$ cat src/pinmux_pkg.sv
// Constants shared by the port B pin function multiplexer.
// Assumes a 32-bit APB register bus and 16 multiplexed pins.
package pinmux_pkg;

  // Port width and field layout
  localparam int unsigned PIN_COUNT  = 16;
  localparam int unsigned HALF_PINS  = 8;
  localparam int unsigned FIELD_W    = 2;
  localparam int unsigned REG_W      = 16;
  localparam int unsigned ADDR_W     = 12;
  localparam int unsigned DATA_W     = 32;
  localparam int unsigned SYNC_DEPTH = 2;

  // Register byte offsets
  localparam logic [ADDR_W-1:0] OFS_UPPER_FUNC = 12'h000;
  localparam logic [ADDR_W-1:0] OFS_LOWER_FUNC = 12'h004;
  localparam logic [ADDR_W-1:0] OFS_DIRECTION  = 12'h008;
  localparam logic [ADDR_W-1:0] OFS_OUT_DATA   = 12'h00c;
  localparam logic [ADDR_W-1:0] OFS_PIN_LEVEL  = 12'h010;

  // Reset values
  localparam logic [REG_W-1:0] RST_FUNC      = 16'h0000;
  localparam logic [REG_W-1:0] RST_DIRECTION = 16'h0000;
  localparam logic [REG_W-1:0] RST_OUT_DATA  = 16'h0000;

  // Function codes
  localparam logic [FIELD_W-1:0] MODE_GPIO = 2'h0;
  localparam logic [FIELD_W-1:0] MODE_ALT1 = 2'h1;
  localparam logic [FIELD_W-1:0] MODE_ALT2 = 2'h2;
  localparam logic [FIELD_W-1:0] MODE_ALT3 = 2'h3;

  // Legal codes per pin, four bits per pin indexed by code, pin 15 first
  localparam logic [4*PIN_COUNT-1:0] MODE_LEGAL = {
    4'h5, 4'h5, 4'h5, 4'hf, 4'hf, 4'h7, 4'h7, 4'h7,
    4'hf, 4'hf, 4'hf, 4'hf, 4'hf, 4'hf, 4'hf, 4'hf
  };

  // Pin indices of the upper half
  localparam int unsigned PIN_SCK   = 15;
  localparam int unsigned PIN_RXD   = 14;
  localparam int unsigned PIN_TXD   = 13;
  localparam int unsigned PIN_P12   = 12;
  localparam int unsigned PIN_P11   = 11;
  localparam int unsigned PIN_P10   = 10;
  localparam int unsigned PIN_P9    = 9;
  localparam int unsigned PIN_P8    = 8;

  // Unmapped addresses answer with an error
  function automatic logic addr_hit(input logic [ADDR_W-1:0] addr);
    addr_hit = (addr == OFS_UPPER_FUNC) || (addr == OFS_LOWER_FUNC) ||
               (addr == OFS_DIRECTION)  || (addr == OFS_OUT_DATA)   ||
               (addr == OFS_PIN_LEVEL);
  endfunction : addr_hit

endpackage : pinmux_pkg

$ cat src/pin_sync.sv
// Two-stage synchroniser for the pad input levels.
// Assumes pad levels change with no relation to sys_clk_i.
`timescale 1ns/1ps
module pin_sync (
  // Clock and reset
  input  wire logic                                sys_clk_i,
  input  wire logic                                reset_n_i,
  // Levels
  input  wire logic [pinmux_pkg::PIN_COUNT-1:0]    async_i,
  output logic      [pinmux_pkg::PIN_COUNT-1:0]    sync_o
);
  import pinmux_pkg::*;

  logic [PIN_COUNT-1:0] meta_q;
  logic [PIN_COUNT-1:0] sync_q;

  // First stage feeds only the second stage
  always_ff @(posedge sys_clk_i or negedge reset_n_i) begin
    if (!reset_n_i) begin
      meta_q <= '0;
      sync_q <= '0;
    end else begin
      meta_q <= async_i;
      sync_q <= meta_q;
    end
  end

  assign sync_o = sync_q;

endmodule : pin_sync

$ cat src/apb_port.sv
// APB slave front end: decode, strobes and registered read answer.
// Assumes a standard APB master; the slave never inserts wait states.
`timescale 1ns/1ps
module apb_port (
  // Clock and reset
  input  wire logic                             sys_clk_i,
  input  wire logic                             reset_n_i,
  // APB
  input  wire logic                             psel_i,
  input  wire logic                             penable_i,
  input  wire logic                             pwrite_i,
  input  wire logic [pinmux_pkg::ADDR_W-1:0]    paddr_i,
  output logic      [pinmux_pkg::DATA_W-1:0]    prdata_o,
  output logic                                  pready_o,
  output logic                                  pslverr_o,
  // Register side
  input  wire logic [pinmux_pkg::DATA_W-1:0]    rd_data_i,
  output logic                                  wr_stb_o
);
  import pinmux_pkg::*;

  logic              setup;
  logic [DATA_W-1:0] prdata_d;
  logic [DATA_W-1:0] prdata_q;
  logic              err_d;
  logic              err_q;

  assign setup = psel_i && !penable_i;

  // Read data and error are caught in the setup cycle so they come from flops
  always_comb begin
    prdata_d = prdata_q;
    err_d    = err_q;
    if (setup) begin
      err_d    = !addr_hit(paddr_i);
      prdata_d = (!pwrite_i && addr_hit(paddr_i)) ? rd_data_i : '0;
    end
  end

  always_ff @(posedge sys_clk_i or negedge reset_n_i) begin
    if (!reset_n_i) begin
      prdata_q <= '0;
      err_q    <= 1'b0;
    end else begin
      prdata_q <= prdata_d;
      err_q    <= err_d;
    end
  end

  assign pready_o  = 1'b1;
  assign prdata_o  = prdata_q;
  assign pslverr_o = psel_i && penable_i && err_q;
  assign wr_stb_o  = psel_i && penable_i && pwrite_i && addr_hit(paddr_i);

endmodule : apb_port

$ cat src/port_b_pinmux.sv
// Port B pin function multiplexer: two function-select registers steer
// each of 16 pads between general I/O and peripheral functions.
// Assumes reset_n_i is the power-on reset; manual reset, standby and sleep
// are not seen here, so the registers hold through them.
// Notes on behaviour
// - Two 16-bit registers, 2-bit field per pin
// - Only power-on reset clears both registers
// - Upper register: pin 15 high pair, down
// - Lower register: pin 7 high pair, down
// - Code 00 selects general I/O
// - Pin 15 code 10: async serial clock
// - Pin 14 code 10: async receive data
// - Pin 13 code 10: async transmit data
// - Pin 12: sync rx clock, RTS, status1
// - Pin 11: sync frame sync, CTS, status0
// - Pin 10: sync rx data, timer1 A
// - Pin 9: sync tx clock, timer1 B
// - Pin 9 timer mode may be clock C
// - Pin 8: sync tx frame sync, timer2 A
// - Direction applies only in general I/O
`timescale 1ns/1ps
module port_b_pinmux (
  // Clock and reset
  input  wire logic                             sys_clk_i,
  input  wire logic                             reset_n_i,
  // APB
  input  wire logic                             psel_i,
  input  wire logic                             penable_i,
  input  wire logic                             pwrite_i,
  input  wire logic [pinmux_pkg::ADDR_W-1:0]    paddr_i,
  input  wire logic [pinmux_pkg::DATA_W-1:0]    pwdata_i,
  input  wire logic [3:0]                       pstrb_i,
  output logic      [pinmux_pkg::DATA_W-1:0]    prdata_o,
  output logic                                  pready_o,
  output logic                                  pslverr_o,
  // Pads
  input  wire logic [pinmux_pkg::PIN_COUNT-1:0] pin_in_i,
  output logic      [pinmux_pkg::PIN_COUNT-1:0] pin_out_o,
  output logic      [pinmux_pkg::PIN_COUNT-1:0] pin_oe_o,
  // Async serial channel 1
  input  wire logic                             async1_serial_clock_out_i,
  input  wire logic                             async1_serial_clock_oe_i,
  output logic                                  async1_serial_clock_in_o,
  output logic                                  async1_rx_data_o,
  input  wire logic                             async1_tx_data_i,
  input  wire logic                             async1_rts_i,
  output logic                                  async1_cts_o,
  // Sync serial channel 2
  output logic                                  sync2_rx_clock_o,
  output logic                                  sync2_rx_frame_sync_o,
  output logic                                  sync2_rx_data_o,
  output logic                                  sync2_tx_clock_o,
  input  wire logic                             sync2_tx_frame_sync_out_i,
  input  wire logic                             sync2_tx_frame_sync_oe_i,
  output logic                                  sync2_tx_frame_sync_in_o,
  // Bus controller status
  input  wire logic                             bus_status_bit1_i,
  input  wire logic                             bus_status_bit0_i,
  // Timers
  input  wire logic                             timer1_capcmp_a_out_i,
  input  wire logic                             timer1_capcmp_a_oe_i,
  output logic                                  timer1_capcmp_a_in_o,
  input  wire logic                             timer1_capcmp_b_out_i,
  input  wire logic                             timer1_capcmp_b_oe_i,
  output logic                                  timer1_capcmp_b_in_o,
  input  wire logic                             timer1_ext_clock_sel_i,
  output logic                                  ext_timer_clock_c_o,
  input  wire logic                             timer2_capcmp_a_out_i,
  input  wire logic                             timer2_capcmp_a_oe_i,
  output logic                                  timer2_capcmp_a_in_o,
  // Lower pins: alternate functions per code
  input  wire logic [pinmux_pkg::HALF_PINS-1:0] low_alt1_out_i,
  input  wire logic [pinmux_pkg::HALF_PINS-1:0] low_alt1_oe_i,
  input  wire logic [pinmux_pkg::HALF_PINS-1:0] low_alt2_out_i,
  input  wire logic [pinmux_pkg::HALF_PINS-1:0] low_alt2_oe_i,
  input  wire logic [pinmux_pkg::HALF_PINS-1:0] low_alt3_out_i,
  input  wire logic [pinmux_pkg::HALF_PINS-1:0] low_alt3_oe_i,
  output logic      [pinmux_pkg::HALF_PINS-1:0] low_alt_in_o
);
  import pinmux_pkg::*;

  ////////////////////////////////////////////////////////////////////////////
  // Helpers

  // Field of one pin; upper register holds pins 15..8, lower 7..0
  function automatic logic [FIELD_W-1:0] pin_field(
    input logic [REG_W-1:0] upper,
    input logic [REG_W-1:0] lower,
    input int unsigned      pin
  );
    logic [REG_W-1:0] r;
    int unsigned      slot;
    r         = (pin >= HALF_PINS) ? upper : lower;
    slot      = pin % HALF_PINS;
    pin_field = r[FIELD_W*slot +: FIELD_W];
  endfunction : pin_field

  // Reserved codes fall back to general I/O
  function automatic logic [FIELD_W-1:0] eff_mode(
    input logic [FIELD_W-1:0] code,
    input int unsigned        pin
  );
    logic [3:0] legal;
    legal    = MODE_LEGAL[4*pin +: 4];
    eff_mode = legal[code] ? code : MODE_GPIO;
  endfunction : eff_mode

  ////////////////////////////////////////////////////////////////////////////
  // Bus front end and pad synchroniser

  logic [PIN_COUNT-1:0] pin_sync;
  logic [DATA_W-1:0]    rd_data;
  logic                 wr_stb;

  pin_sync pin_sync_i (
    .sys_clk_i (sys_clk_i),
    .reset_n_i (reset_n_i),
    .async_i   (pin_in_i),
    .sync_o    (pin_sync)
  );

  apb_port apb_port_i (
    .sys_clk_i (sys_clk_i),
    .reset_n_i (reset_n_i),
    .psel_i    (psel_i),
    .penable_i (penable_i),
    .pwrite_i  (pwrite_i),
    .paddr_i   (paddr_i),
    .prdata_o  (prdata_o),
    .pready_o  (pready_o),
    .pslverr_o (pslverr_o),
    .rd_data_i (rd_data),
    .wr_stb_o  (wr_stb)
  );

  ////////////////////////////////////////////////////////////////////////////
  // Registers

  logic [REG_W-1:0] upper_func_q, upper_func_d;
  logic [REG_W-1:0] lower_func_q, lower_func_d;
  logic [REG_W-1:0] dir_q, dir_d;
  logic [REG_W-1:0] out_data_q, out_data_d;
  logic [REG_W-1:0] wmask;

  // Only the two low byte lanes carry register bits
  assign wmask = {{8{pstrb_i[1]}}, {8{pstrb_i[0]}}};

  always_comb begin
    upper_func_d = upper_func_q;
    lower_func_d = lower_func_q;
    dir_d        = dir_q;
    out_data_d   = out_data_q;
    if (wr_stb) begin
      unique case (paddr_i)
        OFS_UPPER_FUNC: upper_func_d = (upper_func_q & ~wmask) | (pwdata_i[REG_W-1:0] & wmask);
        OFS_LOWER_FUNC: lower_func_d = (lower_func_q & ~wmask) | (pwdata_i[REG_W-1:0] & wmask);
        OFS_DIRECTION:  dir_d        = (dir_q & ~wmask) | (pwdata_i[REG_W-1:0] & wmask);
        OFS_OUT_DATA:   out_data_d   = (out_data_q & ~wmask) | (pwdata_i[REG_W-1:0] & wmask);
        default:        upper_func_d = upper_func_q;
      endcase
    end
  end

  // Power-on reset is the only clearing source
  always_ff @(posedge sys_clk_i or negedge reset_n_i) begin
    if (!reset_n_i) begin
      upper_func_q <= RST_FUNC;
      lower_func_q <= RST_FUNC;
      dir_q        <= RST_DIRECTION;
      out_data_q   <= RST_OUT_DATA;
    end else begin
      upper_func_q <= upper_func_d;
      lower_func_q <= lower_func_d;
      dir_q        <= dir_d;
      out_data_q   <= out_data_d;
    end
  end

  always_comb begin
    rd_data = '0;
    unique case (paddr_i)
      OFS_UPPER_FUNC: rd_data[REG_W-1:0] = upper_func_q;
      OFS_LOWER_FUNC: rd_data[REG_W-1:0] = lower_func_q;
      OFS_DIRECTION:  rd_data[REG_W-1:0] = dir_q;
      OFS_OUT_DATA:   rd_data[REG_W-1:0] = out_data_q;
      OFS_PIN_LEVEL:  rd_data[REG_W-1:0] = pin_sync;
      default:        rd_data = '0;
    endcase
  end

  ////////////////////////////////////////////////////////////////////////////
  // Mode decode

  logic [FIELD_W-1:0] mode [PIN_COUNT];

  generate
    for (genvar g = 0; g < PIN_COUNT; g++) begin : g_mode
      assign mode[g] = eff_mode(pin_field(upper_func_q, lower_func_q, g), g);
    end
  endgenerate

  ////////////////////////////////////////////////////////////////////////////
  // Pad drive and peripheral inputs

  logic [PIN_COUNT-1:0] pin_out_d, pin_out_q;
  logic [PIN_COUNT-1:0] pin_oe_d,  pin_oe_q;
  logic [HALF_PINS-1:0] low_in_d,  low_in_q;
  logic [11:0]          per_in_d,  per_in_q;
  logic                 p9_clock_in;

  assign p9_clock_in = timer1_ext_clock_sel_i;

  always_comb begin
    // General I/O default: direction bit enables the drive
    pin_out_d = out_data_q;
    pin_oe_d  = dir_q;
    low_in_d  = '0;
    per_in_d  = '0;
    per_in_d[1] = 1'b1; // Idle-high receive line when unrouted
    for (int i = 0; i < HALF_PINS; i++) begin
      unique case (mode[i])
        MODE_ALT1: begin pin_out_d[i] = low_alt1_out_i[i]; pin_oe_d[i] = low_alt1_oe_i[i]; end
        MODE_ALT2: begin pin_out_d[i] = low_alt2_out_i[i]; pin_oe_d[i] = low_alt2_oe_i[i]; end
        MODE_ALT3: begin pin_out_d[i] = low_alt3_out_i[i]; pin_oe_d[i] = low_alt3_oe_i[i]; end
        default:   low_in_d[i] = 1'b0;
      endcase
      if (mode[i] != MODE_GPIO) begin
        low_in_d[i] = pin_sync[i];
      end
    end
    if (mode[PIN_SCK] == MODE_ALT2) begin
      pin_out_d[PIN_SCK] = async1_serial_clock_out_i;
      pin_oe_d[PIN_SCK]  = async1_serial_clock_oe_i;
      per_in_d[0]        = pin_sync[PIN_SCK];
    end
    if (mode[PIN_RXD] == MODE_ALT2) begin
      pin_oe_d[PIN_RXD] = 1'b0;
      per_in_d[1]       = pin_sync[PIN_RXD];
    end
    if (mode[PIN_TXD] == MODE_ALT2) begin
      pin_out_d[PIN_TXD] = async1_tx_data_i;
      pin_oe_d[PIN_TXD]  = 1'b1;
    end
    unique case (mode[PIN_P12])
      MODE_ALT1: begin pin_oe_d[PIN_P12] = 1'b0; per_in_d[2] = pin_sync[PIN_P12]; end
      MODE_ALT2: begin pin_out_d[PIN_P12] = async1_rts_i; pin_oe_d[PIN_P12] = 1'b1; end
      MODE_ALT3: begin pin_out_d[PIN_P12] = bus_status_bit1_i; pin_oe_d[PIN_P12] = 1'b1; end
      default:   per_in_d[2] = 1'b0;
    endcase
    unique case (mode[PIN_P11])
      MODE_ALT1: begin pin_oe_d[PIN_P11] = 1'b0; per_in_d[3] = pin_sync[PIN_P11]; end
      MODE_ALT2: begin pin_oe_d[PIN_P11] = 1'b0; per_in_d[4] = pin_sync[PIN_P11]; end
      MODE_ALT3: begin pin_out_d[PIN_P11] = bus_status_bit0_i; pin_oe_d[PIN_P11] = 1'b1; end
      default:   per_in_d[3] = 1'b0;
    endcase
    unique case (mode[PIN_P10])
      MODE_ALT1: begin pin_oe_d[PIN_P10] = 1'b0; per_in_d[5] = pin_sync[PIN_P10]; end
      MODE_ALT2: begin
        pin_out_d[PIN_P10] = timer1_capcmp_a_out_i;
        pin_oe_d[PIN_P10]  = timer1_capcmp_a_oe_i;
        per_in_d[6]        = pin_sync[PIN_P10];
      end
      default:   per_in_d[5] = 1'b0;
    endcase
    unique case (mode[PIN_P9])
      MODE_ALT1: begin pin_oe_d[PIN_P9] = 1'b0; per_in_d[7] = pin_sync[PIN_P9]; end
      MODE_ALT2: begin
        if (p9_clock_in) begin
          pin_oe_d[PIN_P9] = 1'b0;
          per_in_d[9]      = pin_sync[PIN_P9];
        end else begin
          pin_out_d[PIN_P9] = timer1_capcmp_b_out_i;
          pin_oe_d[PIN_P9]  = timer1_capcmp_b_oe_i;
          per_in_d[8]       = pin_sync[PIN_P9];
        end
      end
      default:   per_in_d[7] = 1'b0;
    endcase
    unique case (mode[PIN_P8])
      MODE_ALT1: begin
        pin_out_d[PIN_P8] = sync2_tx_frame_sync_out_i;
        pin_oe_d[PIN_P8]  = sync2_tx_frame_sync_oe_i;
        per_in_d[10]      = pin_sync[PIN_P8];
      end
      MODE_ALT2: begin
        pin_out_d[PIN_P8] = timer2_capcmp_a_out_i;
        pin_oe_d[PIN_P8]  = timer2_capcmp_a_oe_i;
        per_in_d[11]      = pin_sync[PIN_P8];
      end
      default:   per_in_d[10] = 1'b0;
    endcase
  end

  // One register stage on every pad and peripheral signal keeps outputs glitch-free
  always_ff @(posedge sys_clk_i or negedge reset_n_i) begin
    if (!reset_n_i) begin
      pin_out_q <= '0;
      pin_oe_q  <= '0;
      low_in_q  <= '0;
      per_in_q  <= 12'h002;
    end else begin
      pin_out_q <= pin_out_d;
      pin_oe_q  <= pin_oe_d;
      low_in_q  <= low_in_d;
      per_in_q  <= per_in_d;
    end
  end

  assign pin_out_o                = pin_out_q;
  assign pin_oe_o                 = pin_oe_q;
  assign low_alt_in_o             = low_in_q;
  assign async1_serial_clock_in_o = per_in_q[0];
  assign async1_rx_data_o         = per_in_q[1];
  assign sync2_rx_clock_o         = per_in_q[2];
  assign sync2_rx_frame_sync_o    = per_in_q[3];
  assign async1_cts_o             = per_in_q[4];
  assign sync2_rx_data_o          = per_in_q[5];
  assign timer1_capcmp_a_in_o     = per_in_q[6];
  assign sync2_tx_clock_o         = per_in_q[7];
  assign timer1_capcmp_b_in_o     = per_in_q[8];
  assign ext_timer_clock_c_o      = per_in_q[9];
  assign sync2_tx_frame_sync_in_o = per_in_q[10];
  assign timer2_capcmp_a_in_o     = per_in_q[11];
endmodule : port_b_pinmux

$ cat config.mk
export PLATFORM = sky130hd
export DESIGN_NAME = port_b_pinmux
export DESIGN_NICKNAME = d
export VERILOG_FILES = /design/src/pinmux_pkg.sv /design/src/pin_sync.sv /design/src/apb_port.sv /design/src/port_b_pinmux.sv
export SDC_FILE = /design/constraint.sdc
export NUM_CORES = 1
export LEC_CHECK = 0
export ABC_AREA = 1
export BUFFER_PORTS_ARGS = -buffer_cell sky130_fd_sc_hd__buf_4
export CAP_MARGIN = 5
export CORE_MARGIN = 2
export CORE_UTILIZATION = 48
export CTS_CLUSTER_SIZE = 40
export DETAILED_ROUTE_END_ITERATION = 10
export PLACE_DENSITY_LB_ADDON = 0.05
export SLEW_MARGIN = 20
export SYNTH_ARGS = -nofsm -noshare
export SYNTH_HDL_FRONTEND = slang
export SYNTH_HIERARCHICAL = 1
export SYNTH_SLANG_ARGS = --single-unit
$ cat constraint.sdc
create_clock -name sys_clk_i -period 1 [get_ports sys_clk_i]
set_input_delay 0.15 -clock sys_clk_i [delete_from_list [all_inputs] [get_ports sys_clk_i]]
set_output_delay 0.15 -clock sys_clk_i [all_outputs]
set_load 0.02 [all_outputs]
# Yosys cells after proc, flatten, opt, wreduce, memory -nomap -nowiden
# Cells that the tools add are included.
# totals
regBits	181
wordCells	213
inputBits	132
output_inout_bits	86
# classes
eq_ne	43
n_reduce_logical	28
mux	104
n_bitwise	10
order_cmp	16
# ops
cell	count
$and A16 B16 Y16	5
$pmux W16 S5	1
$or A16 B16 Y16	4
$eq A2 B2 Y1 const B	26
$lt A2 B3 Y1 const B	16
$pmux W1 S3	16
$mux W1	46
$mux W2	17
$bmux W1 S2	16
$eq A2 B1 Y1 const B	13
$eq A12 B4 Y1 const B	2
$mux W16	1
$not A16 Y16	1
$reduce_bool A2 Y1	8
$pmux W1 S2	7
$eq A12 B3 Y1 const B	1
$eq A12 B5 Y1 const B	1
$logic_not A12 Y1	1
$reduce_and A2 Y1	4
$logic_and A1 B1 Y1	6
$logic_or A1 B1 Y1	4
$reduce_or A2 Y1	2
$logic_not A1 Y1	3

# Longest topological paths before layout
# Gate-level depths: netlist of the first run.
# logic_depth
word_depth	7
mapped_depth	13
mapped_depth_nobuf	11

# Cells and area by module
# Netlist of the first run, hierarchy kept.
# modules_own_cells
module	n_inst	cells_each	area_each_um2
port_b_pinmux	1	692	5664.2
apb_port	1	235	1751.7
pin_sync	1	32	800.8

# Worst setup path before layout of the first run
# Ideal clock, no wire load.
# synth_path
path_type	input port to flip-flop
from	input port paddr_i[5] in the netlist's numbering
to	register with a tool-made name
setup_time_ns	0.122
t_arrival_ns	1.427
n_path_buf	2
setup_slack_ns	-0.549
path_stages	10
cell_sequence	nor2_1 > nand2_1 > nor2_4 > nand2_1 > nor2_1 > buf_2 > nand4_2 > buf_2 > nand2_1 > o21ai_1
# synth_rtl
item	line	text
start, declared	port_b_pinmux.sv:30	input wire logic [pinmux_pkg::ADDR_W-1:0] paddr_i,

# Worst setup path in the final report of the first run
# layout_path
from	input port paddr_i[7] in the netlist's numbering
to	register apb_port_i.prdata_q[14] (netlist: apb_port_i/prdata_o[14])
# layout_rtl
item	line	text
$eq A12 B5 Y1 (tied with other cells)	port_b_pinmux.sv:181	unique case (paddr_i)
$pmux W16 S5 *	port_b_pinmux.sv:181	
named net rd_data[14]	port_b_pinmux.sv:112	logic [DATA_W-1:0] rd_data;
$mux W16 *	apb_port.sv:36	prdata_d = (!pwrite_i && addr_hit(paddr_i)) ? rd_data_i : '0;
end signal, assigned	apb_port.sv:45	prdata_q <= prdata_d;
end, declared	apb_port.sv:24	logic [DATA_W-1:0] prdata_q;
# Mark *: on every way through the listed nets, which the timed path passes. The rest lies on a longest branch.
# A chain may end at the register's enable or synchronous reset.

==> results.sh, run 1 <==
export IMPL_status="finished, violations left"
export IMPL_failed_checks="hold timing, setup timing"
export IMPL_critPathCaptureType="flip-flop"
export IMPL_die_x_um=135
export IMPL_drcViolationCount=0
export IMPL_grt_max_degree=35
export IMPL_viasPerCell=5.59
export IMPL_initial_utilization_pct=49.4
export IMPL_dr_pass1_iters=8
export IMPL_start_kind="input pin"
export IMPL_worst_ir_drop_vdd_mv=1.26
export IMPL_crit_required_ps=1370
export IMPL_hold_path_class="in2reg"
export IMPL_dp_hpwl_mm=17.0
export IMPL_max_slew_margin_rel_pct=57.6
export IMPL_timing_fmax_mhz=692
export IMPL_setup_violations=177
export IMPL_area_growth_pct=74.3
export IMPL_tightest_slew_ps=635
export IMPL_antenna_found_initial=1
export IMPL_pre_cts_slack_ps=-779
export IMPL_fin_skew_ps=10.3
export IMPL_fill_cells=851
export IMPL_finalCriticalPeriod_ps=1440
export IMPL_dpl_cell_area_sq_mm=0.0108
export IMPL_routedWlPerCell_um=20.4
export IMPL_cts_tree="built"
export IMPL_cts_root_buffer_cell="clkbuf_16"
export IMPL_grt_usage_pct=32.7
export IMPL_clock_latency_ps=450
export IMPL_drive_gt1_share_pct=47.5
export IMPL_cts_inserted_buffers=17
export IMPL_seq_area_frac_synth_pct=55.1
export IMPL_ctsHtreeMaxLevel=4
export IMPL_first_global_vias=8624
export IMPL_drt_total_wl_mm=33.3
export IMPL_finalCritPeriodShare_pct=144
export IMPL_gp_congestion=0.863
export IMPL_synth_seq_cells=181
export IMPL_drv_cap=0
export IMPL_ant_nets=0
export IMPL_path_clk_slew_ps=70
export IMPL_synthCells=959
export IMPL_cts_sinks=181
export IMPL_finalHoldViolCount=1
export IMPL_yosys_warnings=6
export IMPL_syn_area_sq_mm=0.00822
export IMPL_grt_pass1_wl_mm=45.3
export IMPL_die_height_um=135
export IMPL_ys_types=30
export IMPL_final_cell_area_sq_mm=0.0143
export IMPL_first_iter_violations=944
export IMPL_grt_overflow_total=0
export IMPL_arrival_ps=1820
export IMPL_path_max_fanout=6
export IMPL_io_buffers=198
export IMPL_power_leakage_nw=7.05
export IMPL_critical_path_class="in2reg"
export IMPL_dr_total_vias=9108
export IMPL_num_rows=47
export IMPL_core_sq_mm=0.0166
export IMPL_syn_area_per_cell_sq_um=8.57
export IMPL_num_antenna_cells=0
export IMPL_rsz0062_at_grt="yes"
export IMPL_fin_nets=1535
export IMPL_whs_ps=-0.00239
export IMPL_dieArea_sq_mm=0.0182
export IMPL_cts_buffer_depth=2
export IMPL_setup_ws_ps=-444
export IMPL_drv_slew=0
export IMPL_power_density_mw_per_mm2=1080
export IMPL_io_pins=218
==> report_power, final <==
part | internal (mW) | switching, mW
clock | 3.53 | 3.12
combinational | 0.682 | 0.696
sequential | 7.39 | 0.0427
==> final cells by class <==
cell class              count  area (sq um)  area share [%]
clock buffers              19           443            3.09
flip-flops and latches    181          4540            31.7
inverters                 136           528            3.69
clock inverters            13           123           0.856
well taps                 220           275            1.92
repair buffers            441          4390            30.7
multi-input cells         620          4020            28.1
==> critical path, cell delays in order <==
cell,delay [ps]
buf_8,100
nor2_4,140
nand2_4,90
nor2_8,160
buf_12,140
buf_6,120
nand2_4,100
nor2_1,130
nor2_1,70
nand2_1,60
inv_1,50
nor2_2,160
nand4_1,200
nand2_1,140
==> through the flow <==
| stage | power, mW | TNS [ps] | instances | util (%) | hold slack, ps |
|---|---|---|---|---|---|
| 2_1_floorplan | 7.82 | -27030 | 974 | - | -146 |
| 3_3_place_gp | 8.53 | -46920 | 1455 | 65.1 | 95.5 |
| 3_5_place_dp | 8.53 | -48680 | 1455 | 65.1 | 90.5 |
| 4_1_cts | 15.3 | -14790 | 1599 | 80.8 | 4.40 |
| 5_1_grt | 15.9 | -32450 | 1630 | 86.0 | 10.1 |
| 6_report | 15.5 | -26760 | 1630 | 86.0 | -0.00239 |
==> routing by layer <==
layer  global-route usage, %  part of all wire [%]
met1                    42.1                    37
met2                    55.2                    48
met3                    6.19                   9.7
met4                    12.2                   5.5
met5                       0                 0.042
==> path summary, 6_finish.rpt <==
| check | from | endpoint | slack (ps) | cells after the start |
|---|---|---|---|---|
| worst max-delay path | paddr_i[7] | apb_port_i/prdata_o[14] | -440 | 14 |
| worst min-delay path | low_alt1_oe_i[6] | pin_oe_o[6] | -0.002 | 3 |
| worst max register to register | flip-flop | apb_port_i/prdata_o[15] | -310 | 8 |
| worst min register to register | pin_sync_i/meta_q[3] | pin_sync_i/sync_o[3] | 350 | 0 |
| max in group asynchronous | reset_n_i | asynchronous set/reset pin | 290 | 3 |
| min in group asynchronous | reset_n_i | pin_oe_o[4] | 190 | 2 |
==> cell families (layout without fill, tap and decap cells) <==
group                    after synthesis  in the layout  synth area share [%]
adder cells (fa/ha/maj)                6              6                 0.914
buffers and inverters                178            609                  9.81
flip-flops                           181            181                  55.1
AO/OA/AOI/OAI                         82             82                  5.16
multiplexers                           3              3                 0.411
AND/OR/NAND/NOR                      507            512                  28.5
other                                  2             17                0.0914
==> repair_timing <==
item | 4_1_cts | 5_1_grt
gates resized for setup | 214 | 218
endpoints found under the setup margin | 180 | 190
buffers inserted | 31 | 36
hold buffers | 68 | 1
pin swaps | 74 | 75
endpoints found under the hold margin | 223 | 1
cloned | 13 | 2
==> cell usage after synthesis <==
| cell type | count | area [sq um] |
|---|---|---|
| a221oi_1 | 2 | 17.5 |
| buf_8 | 1 | 15.0 |
| conb_1 | 2 | 7.51 |
| buf_2 | 23 | 115 |
| a32oi_1 | 1 | 8.76 |
| o21ai_0 | 16 | 80.1 |
| inv_1 | 133 | 499 |
| inv_2 | 3 | 11.3 |
| nand4_2 | 4 | 50.1 |
| and3_1 | 2 | 12.5 |
| a21boi_0 | 1 | 7.51 |
| nor3_1 | 5 | 25.0 |
| nand4_4 | 4 | 85.1 |
| a21oi_1 | 8 | 40.0 |
| nor2_4 | 7 | 78.8 |
| mux2_2 | 3 | 33.8 |
| clkbuf_1 | 1 | 3.75 |
| nand3b_1 | 1 | 7.51 |
| dfstp_2 | 1 | 26.3 |
| buf_6 | 10 | 113 |
| ha_1 | 6 | 75.1 |
| nor2_1 | 97 | 364 |
| dfrtp_1 | 180 | 4500 |
| nand3_1 | 108 | 541 |
| buf_1 | 1 | 3.75 |
| o21ai_1 | 54 | 270 |
| nand2_1 | 233 | 875 |
| nand4_1 | 45 | 282 |
| nor2_8 | 1 | 20.0 |
| buf_4 | 6 | 45.0 |
==> cells in the final DEF (no fill, tap or decap), drive strengths merged <==
cell type	count
dfrtp	180
buf	369
nor2	105
nand3b	1
dfstp	1
dlygate4sd3	69
and3	2
inv	140
nor3	5
ha	6
a221oi	2
clkbuf	22
conb	17
a21oi	8
nand2	233
o21ai	70
a32oi	1
bufinv	1
nand4	58
nand3	108
clkinv	5
clkinvlp	3
mux2	3
a21boi	1
No activity file was read; power rests on OpenSTA's default activity.
==> run 2: changes to the inputs <==
--- a/config.mk
+++ b/config.mk
@@ -5,11 +5,10 @@
 export SDC_FILE = /design/constraint.sdc
 export NUM_CORES = 1
 export LEC_CHECK = 0
-export ABC_AREA = 1
 export BUFFER_PORTS_ARGS = -buffer_cell sky130_fd_sc_hd__buf_4
 export CAP_MARGIN = 5
 export CORE_MARGIN = 2
-export CORE_UTILIZATION = 48
+export CORE_UTILIZATION = 47
 export CTS_CLUSTER_SIZE = 40
 export DETAILED_ROUTE_END_ITERATION = 10
 export PLACE_DENSITY_LB_ADDON = 0.05
==> run 2 against run 1 <==
Compared with the run above: the flow finishes with violations (setup timing); highest routed layer is now met4; synthesized cell count decreased by 41%; clock skew decreased by 1.4 ps; non-clock buffer count decreased by 24; largest power group unchanged; largest cell class unchanged; cell count decreased by 25%; total power decreased by 0.72%; sequential share of layout area increased by 3.2 points; via count decreased by 29%; critical path type unchanged; core utilization decreased by 4.9 points; routed wire length decreased by 26%; setup slack got worse by 160 ps.
==> results.sh, run 2 <==
export IMPL_grt_max_degree=43
export IMPL_path_clk_slew_ps=70
export IMPL_regArea_sq_mm=0.00453
export IMPL_dieArea_sq_mm=0.0176
export IMPL_setup_tns_ps=-46830
export IMPL_rr_endpoint="apb_port_i/prdata_o[15]"
export IMPL_drv_slew=0
export IMPL_gp_congestion=0.915
export IMPL_io_pins=218
export IMPL_synth_edf_count=0
export IMPL_multi_input_comb_area_sq_mm=0.00367
export IMPL_grt_usage_pct=28.3
export IMPL_fin_skew_ps=8.91
export IMPL_pwr_share_clk_pct=43.5
export IMPL_dp_hpwl_mm=16.8
export IMPL_routedWlPerCell_um=20.0
export IMPL_synth_seq_cells=181
export IMPL_initial_utilization_pct=48.5
export IMPL_synthArstFlopShare_pct=100
export IMPL_ant_nets=0
export IMPL_fill_cells=946
export IMPL_path_cells="buf_8 > nor4_4 > nand4_4 > nor2_4 > nand2_2 > or4_4 > buf_12 > mux2_4"
export IMPL_busiest_layer="met2"
export IMPL_power_leakage_nw=6.29
export IMPL_antenna_found_initial=0
export IMPL_io_buffers=198
export IMPL_met3_usage_pct=5.40
export IMPL_p_switching_mw=3.79
export IMPL_critPathMaxStageDelay_ps=440
export IMPL_clock_latency_ps=440
export IMPL_worst_ir_drop_vdd_mv=1.36
export IMPL_critical_path_class="in2reg"
export IMPL_hold_start="sync2_tx_frame_sync_out_i"
export IMPL_hold_path_class="in2reg"
export IMPL_max_slew_margin_rel_pct=65.2
export IMPL_die_height_um=132
export IMPL_min_to="pin_out_o[8]"
export IMPL_power_frac_seq_pct=48.4
export IMPL_status="finished, violations left"
export IMPL_finalHoldViolCount=0
export IMPL_first_iter_violations=336
export IMPL_drv_cap=0
export IMPL_netSwitchingFraction_pct=24.7
export IMPL_viasPerCell=5.26
export IMPL_hold_depth=3
export IMPL_yosys_warnings=6
export IMPL_fin_nets=1133
export IMPL_r2r_setup_slack_ps=-490
export IMPL_synth_area_leaders="dfrtp_1, mux2_2, o31ai_2, mux4_2, nand2_1"
export IMPL_synth_flop_cell="dfrtp_1"
export IMPL_arrival_ps=1920
export IMPL_final_common_cell="buf_4"
export IMPL_dr_pass1_iters=5
export IMPL_syn_area_sq_mm=0.00776
export IMPL_r2r_cells=5
export IMPL_power_density_mw_per_mm2=1180
export IMPL_drcViolationCount=0
export IMPL_start_kind="input pin"
export IMPL_yosysTopAreaCell="dfrtp_1"
export IMPL_first_global_vias=6828
export IMPL_crit_required_ps=1320
export IMPL_synthCells=570
export IMPL_p_int_mw=11.6
export IMPL_layout_common_cells="buf_4, dfrtp_1, buf_6, nand2_1, mux2_4"
export IMPL_yosysMostFrequentCell="dfrtp_1"
export IMPL_num_antenna_cells=0
export IMPL_grt_use_met1_pct=37.8
export IMPL_crit_slowest_cell="or4_4"
export IMPL_path_max_fanout=8
export IMPL_critPathCaptureType="flip-flop"
export IMPL_fin_total_pwr_mw=15.4
export IMPL_cts_buffer_depth=2
export IMPL_die_x_um=132
export IMPL_drive_gt1_share_pct=61.9
export IMPL_cts_root_buffer_cell="clkbuf_16"
export IMPL_synthTopCellsByCount="dfrtp_1, nand2_1, mux2_2, o31ai_2"
export IMPL_cts_tree="built"
export IMPL_core_sq_mm=0.0160
export IMPL_synth_top_area_share_pct=58.1
export IMPL_timing_fmax_mhz=624
export IMPL_seq_area_frac_synth_pct=58.4
export IMPL_syn_area_per_cell_sq_um=13.6
export IMPL_whs_ps=3.99
export IMPL_ctsHtreeMaxLevel=4
export IMPL_setup_violations=194
export IMPL_grt_pass1_wl_mm=38.1
export IMPL_finalCritPeriodShare_pct=160
export IMPL_grt_overflow_total=0
export IMPL_pre_cts_slack_ps=-1050
export IMPL_final_core_utilization_pct=81.2
export IMPL_rsz0062_at_grt="yes"
export IMPL_drt_total_wl_mm=24.5
export IMPL_ys_types=51
export IMPL_cts_inserted_buffers=17
export IMPL_cts_sinks=181
export IMPL_grt_use_met2_pct=47.7
export IMPL_tightest_slew_ps=523
export IMPL_num_rows=46
export IMPL_area_growth_pct=67.4
export IMPL_dr_total_vias=6439
export IMPL_failed_checks="setup timing"
export IMPL_setup_ws_ps=-601
export IMPL_finalCriticalPeriod_ps=1600
export IMPL_p_comb_share_pct=8.2
-- run 2: cell types whose count changed after synthesis, sizes merged, moves of 16 or more --
cell   previous run  this run
buf              41        11
inv             136         9
mux2              3        80
mux4              0        16
nand2           233        91
nand3           108         2
nand4            53         5
nor2            105        15
o21ai            70        16
o31ai             0        32
-- run 2: cell type report --
cell class                      count  area share, %
Clock buffer                       17           3.28
Multi-Input combinational cell    369           28.3
Inverter                            9          0.279
Clock inverter                     15           1.22
Tap cell                          216           2.08
Sequential cell                   181           34.9
Timing Repair Buffer              417           29.9
-- run 2: what timing repair did --
action,CTS,global route
pin swaps,49,27
endpoints found under the setup margin,197,198
setup buffers,30,29
resized for setup,203,71
hold endpoints to repair,256,0
hold buffers,40,0
-- run 2: cell families after synthesis --
logic type,count (synthesis),synth area share [%]
other,2,0.0968
buffers and inverters,35,2.29
AND/OR/NAND/NOR,152,10.0
AO/OA/AOI/OAI,92,10.4
flip-flops,181,58.4
adder cells (fa/ha/maj),6,0.968
multiplexers,102,17.8
-- run 2: worst max path at each step --
stage	from	to	slack, ps	cells after the start
global route	paddr_i[8]	flip-flop	-630	8
detailed placement	paddr_i[8]	flip-flop	-1050	8
finish	paddr_i[8]	flip-flop	-600	8
floorplan	paddr_i[8]	flip-flop	-1000	8
CTS	paddr_i[8]	flip-flop	-530	8
global placement	paddr_i[3]	flip-flop	-1010	9
-- run 2: layer usage --
layer / routed length (um) / up-vias
met5: 0 / -
met4: 369 / 0
met3: 1350 / 30
met2: 12400 / 231
met1: 10400 / 3283
li1: - / 2895
-- run 2: per-stage QoR --
step                cells  cell area (sq um)
floorplan             585               8000
global placement     1110              10700
detailed placement   1110              10700
CTS                  1206              12600
global route         1224              13000
finish               1224              13000
-- run 2: worst max-delay path, delay by kind of cell --
family / cells / cell delay (ps)
and+or+nand+nor: 5 / 1200
muxes: 1 / 290
buffers and inverters: 2 / 270
-- run 2: power groups by stage --
stage	Combinational, mW	Clock (mW)	Sequential, mW
floorplan	0.248	0	7.54
global placement	1.01	0	7.56
detailed placement	1.04	0	7.56
CTS	1.23	6.75	7.42
global route	1.35	7.13	7.42
finish	1.25	6.68	7.42
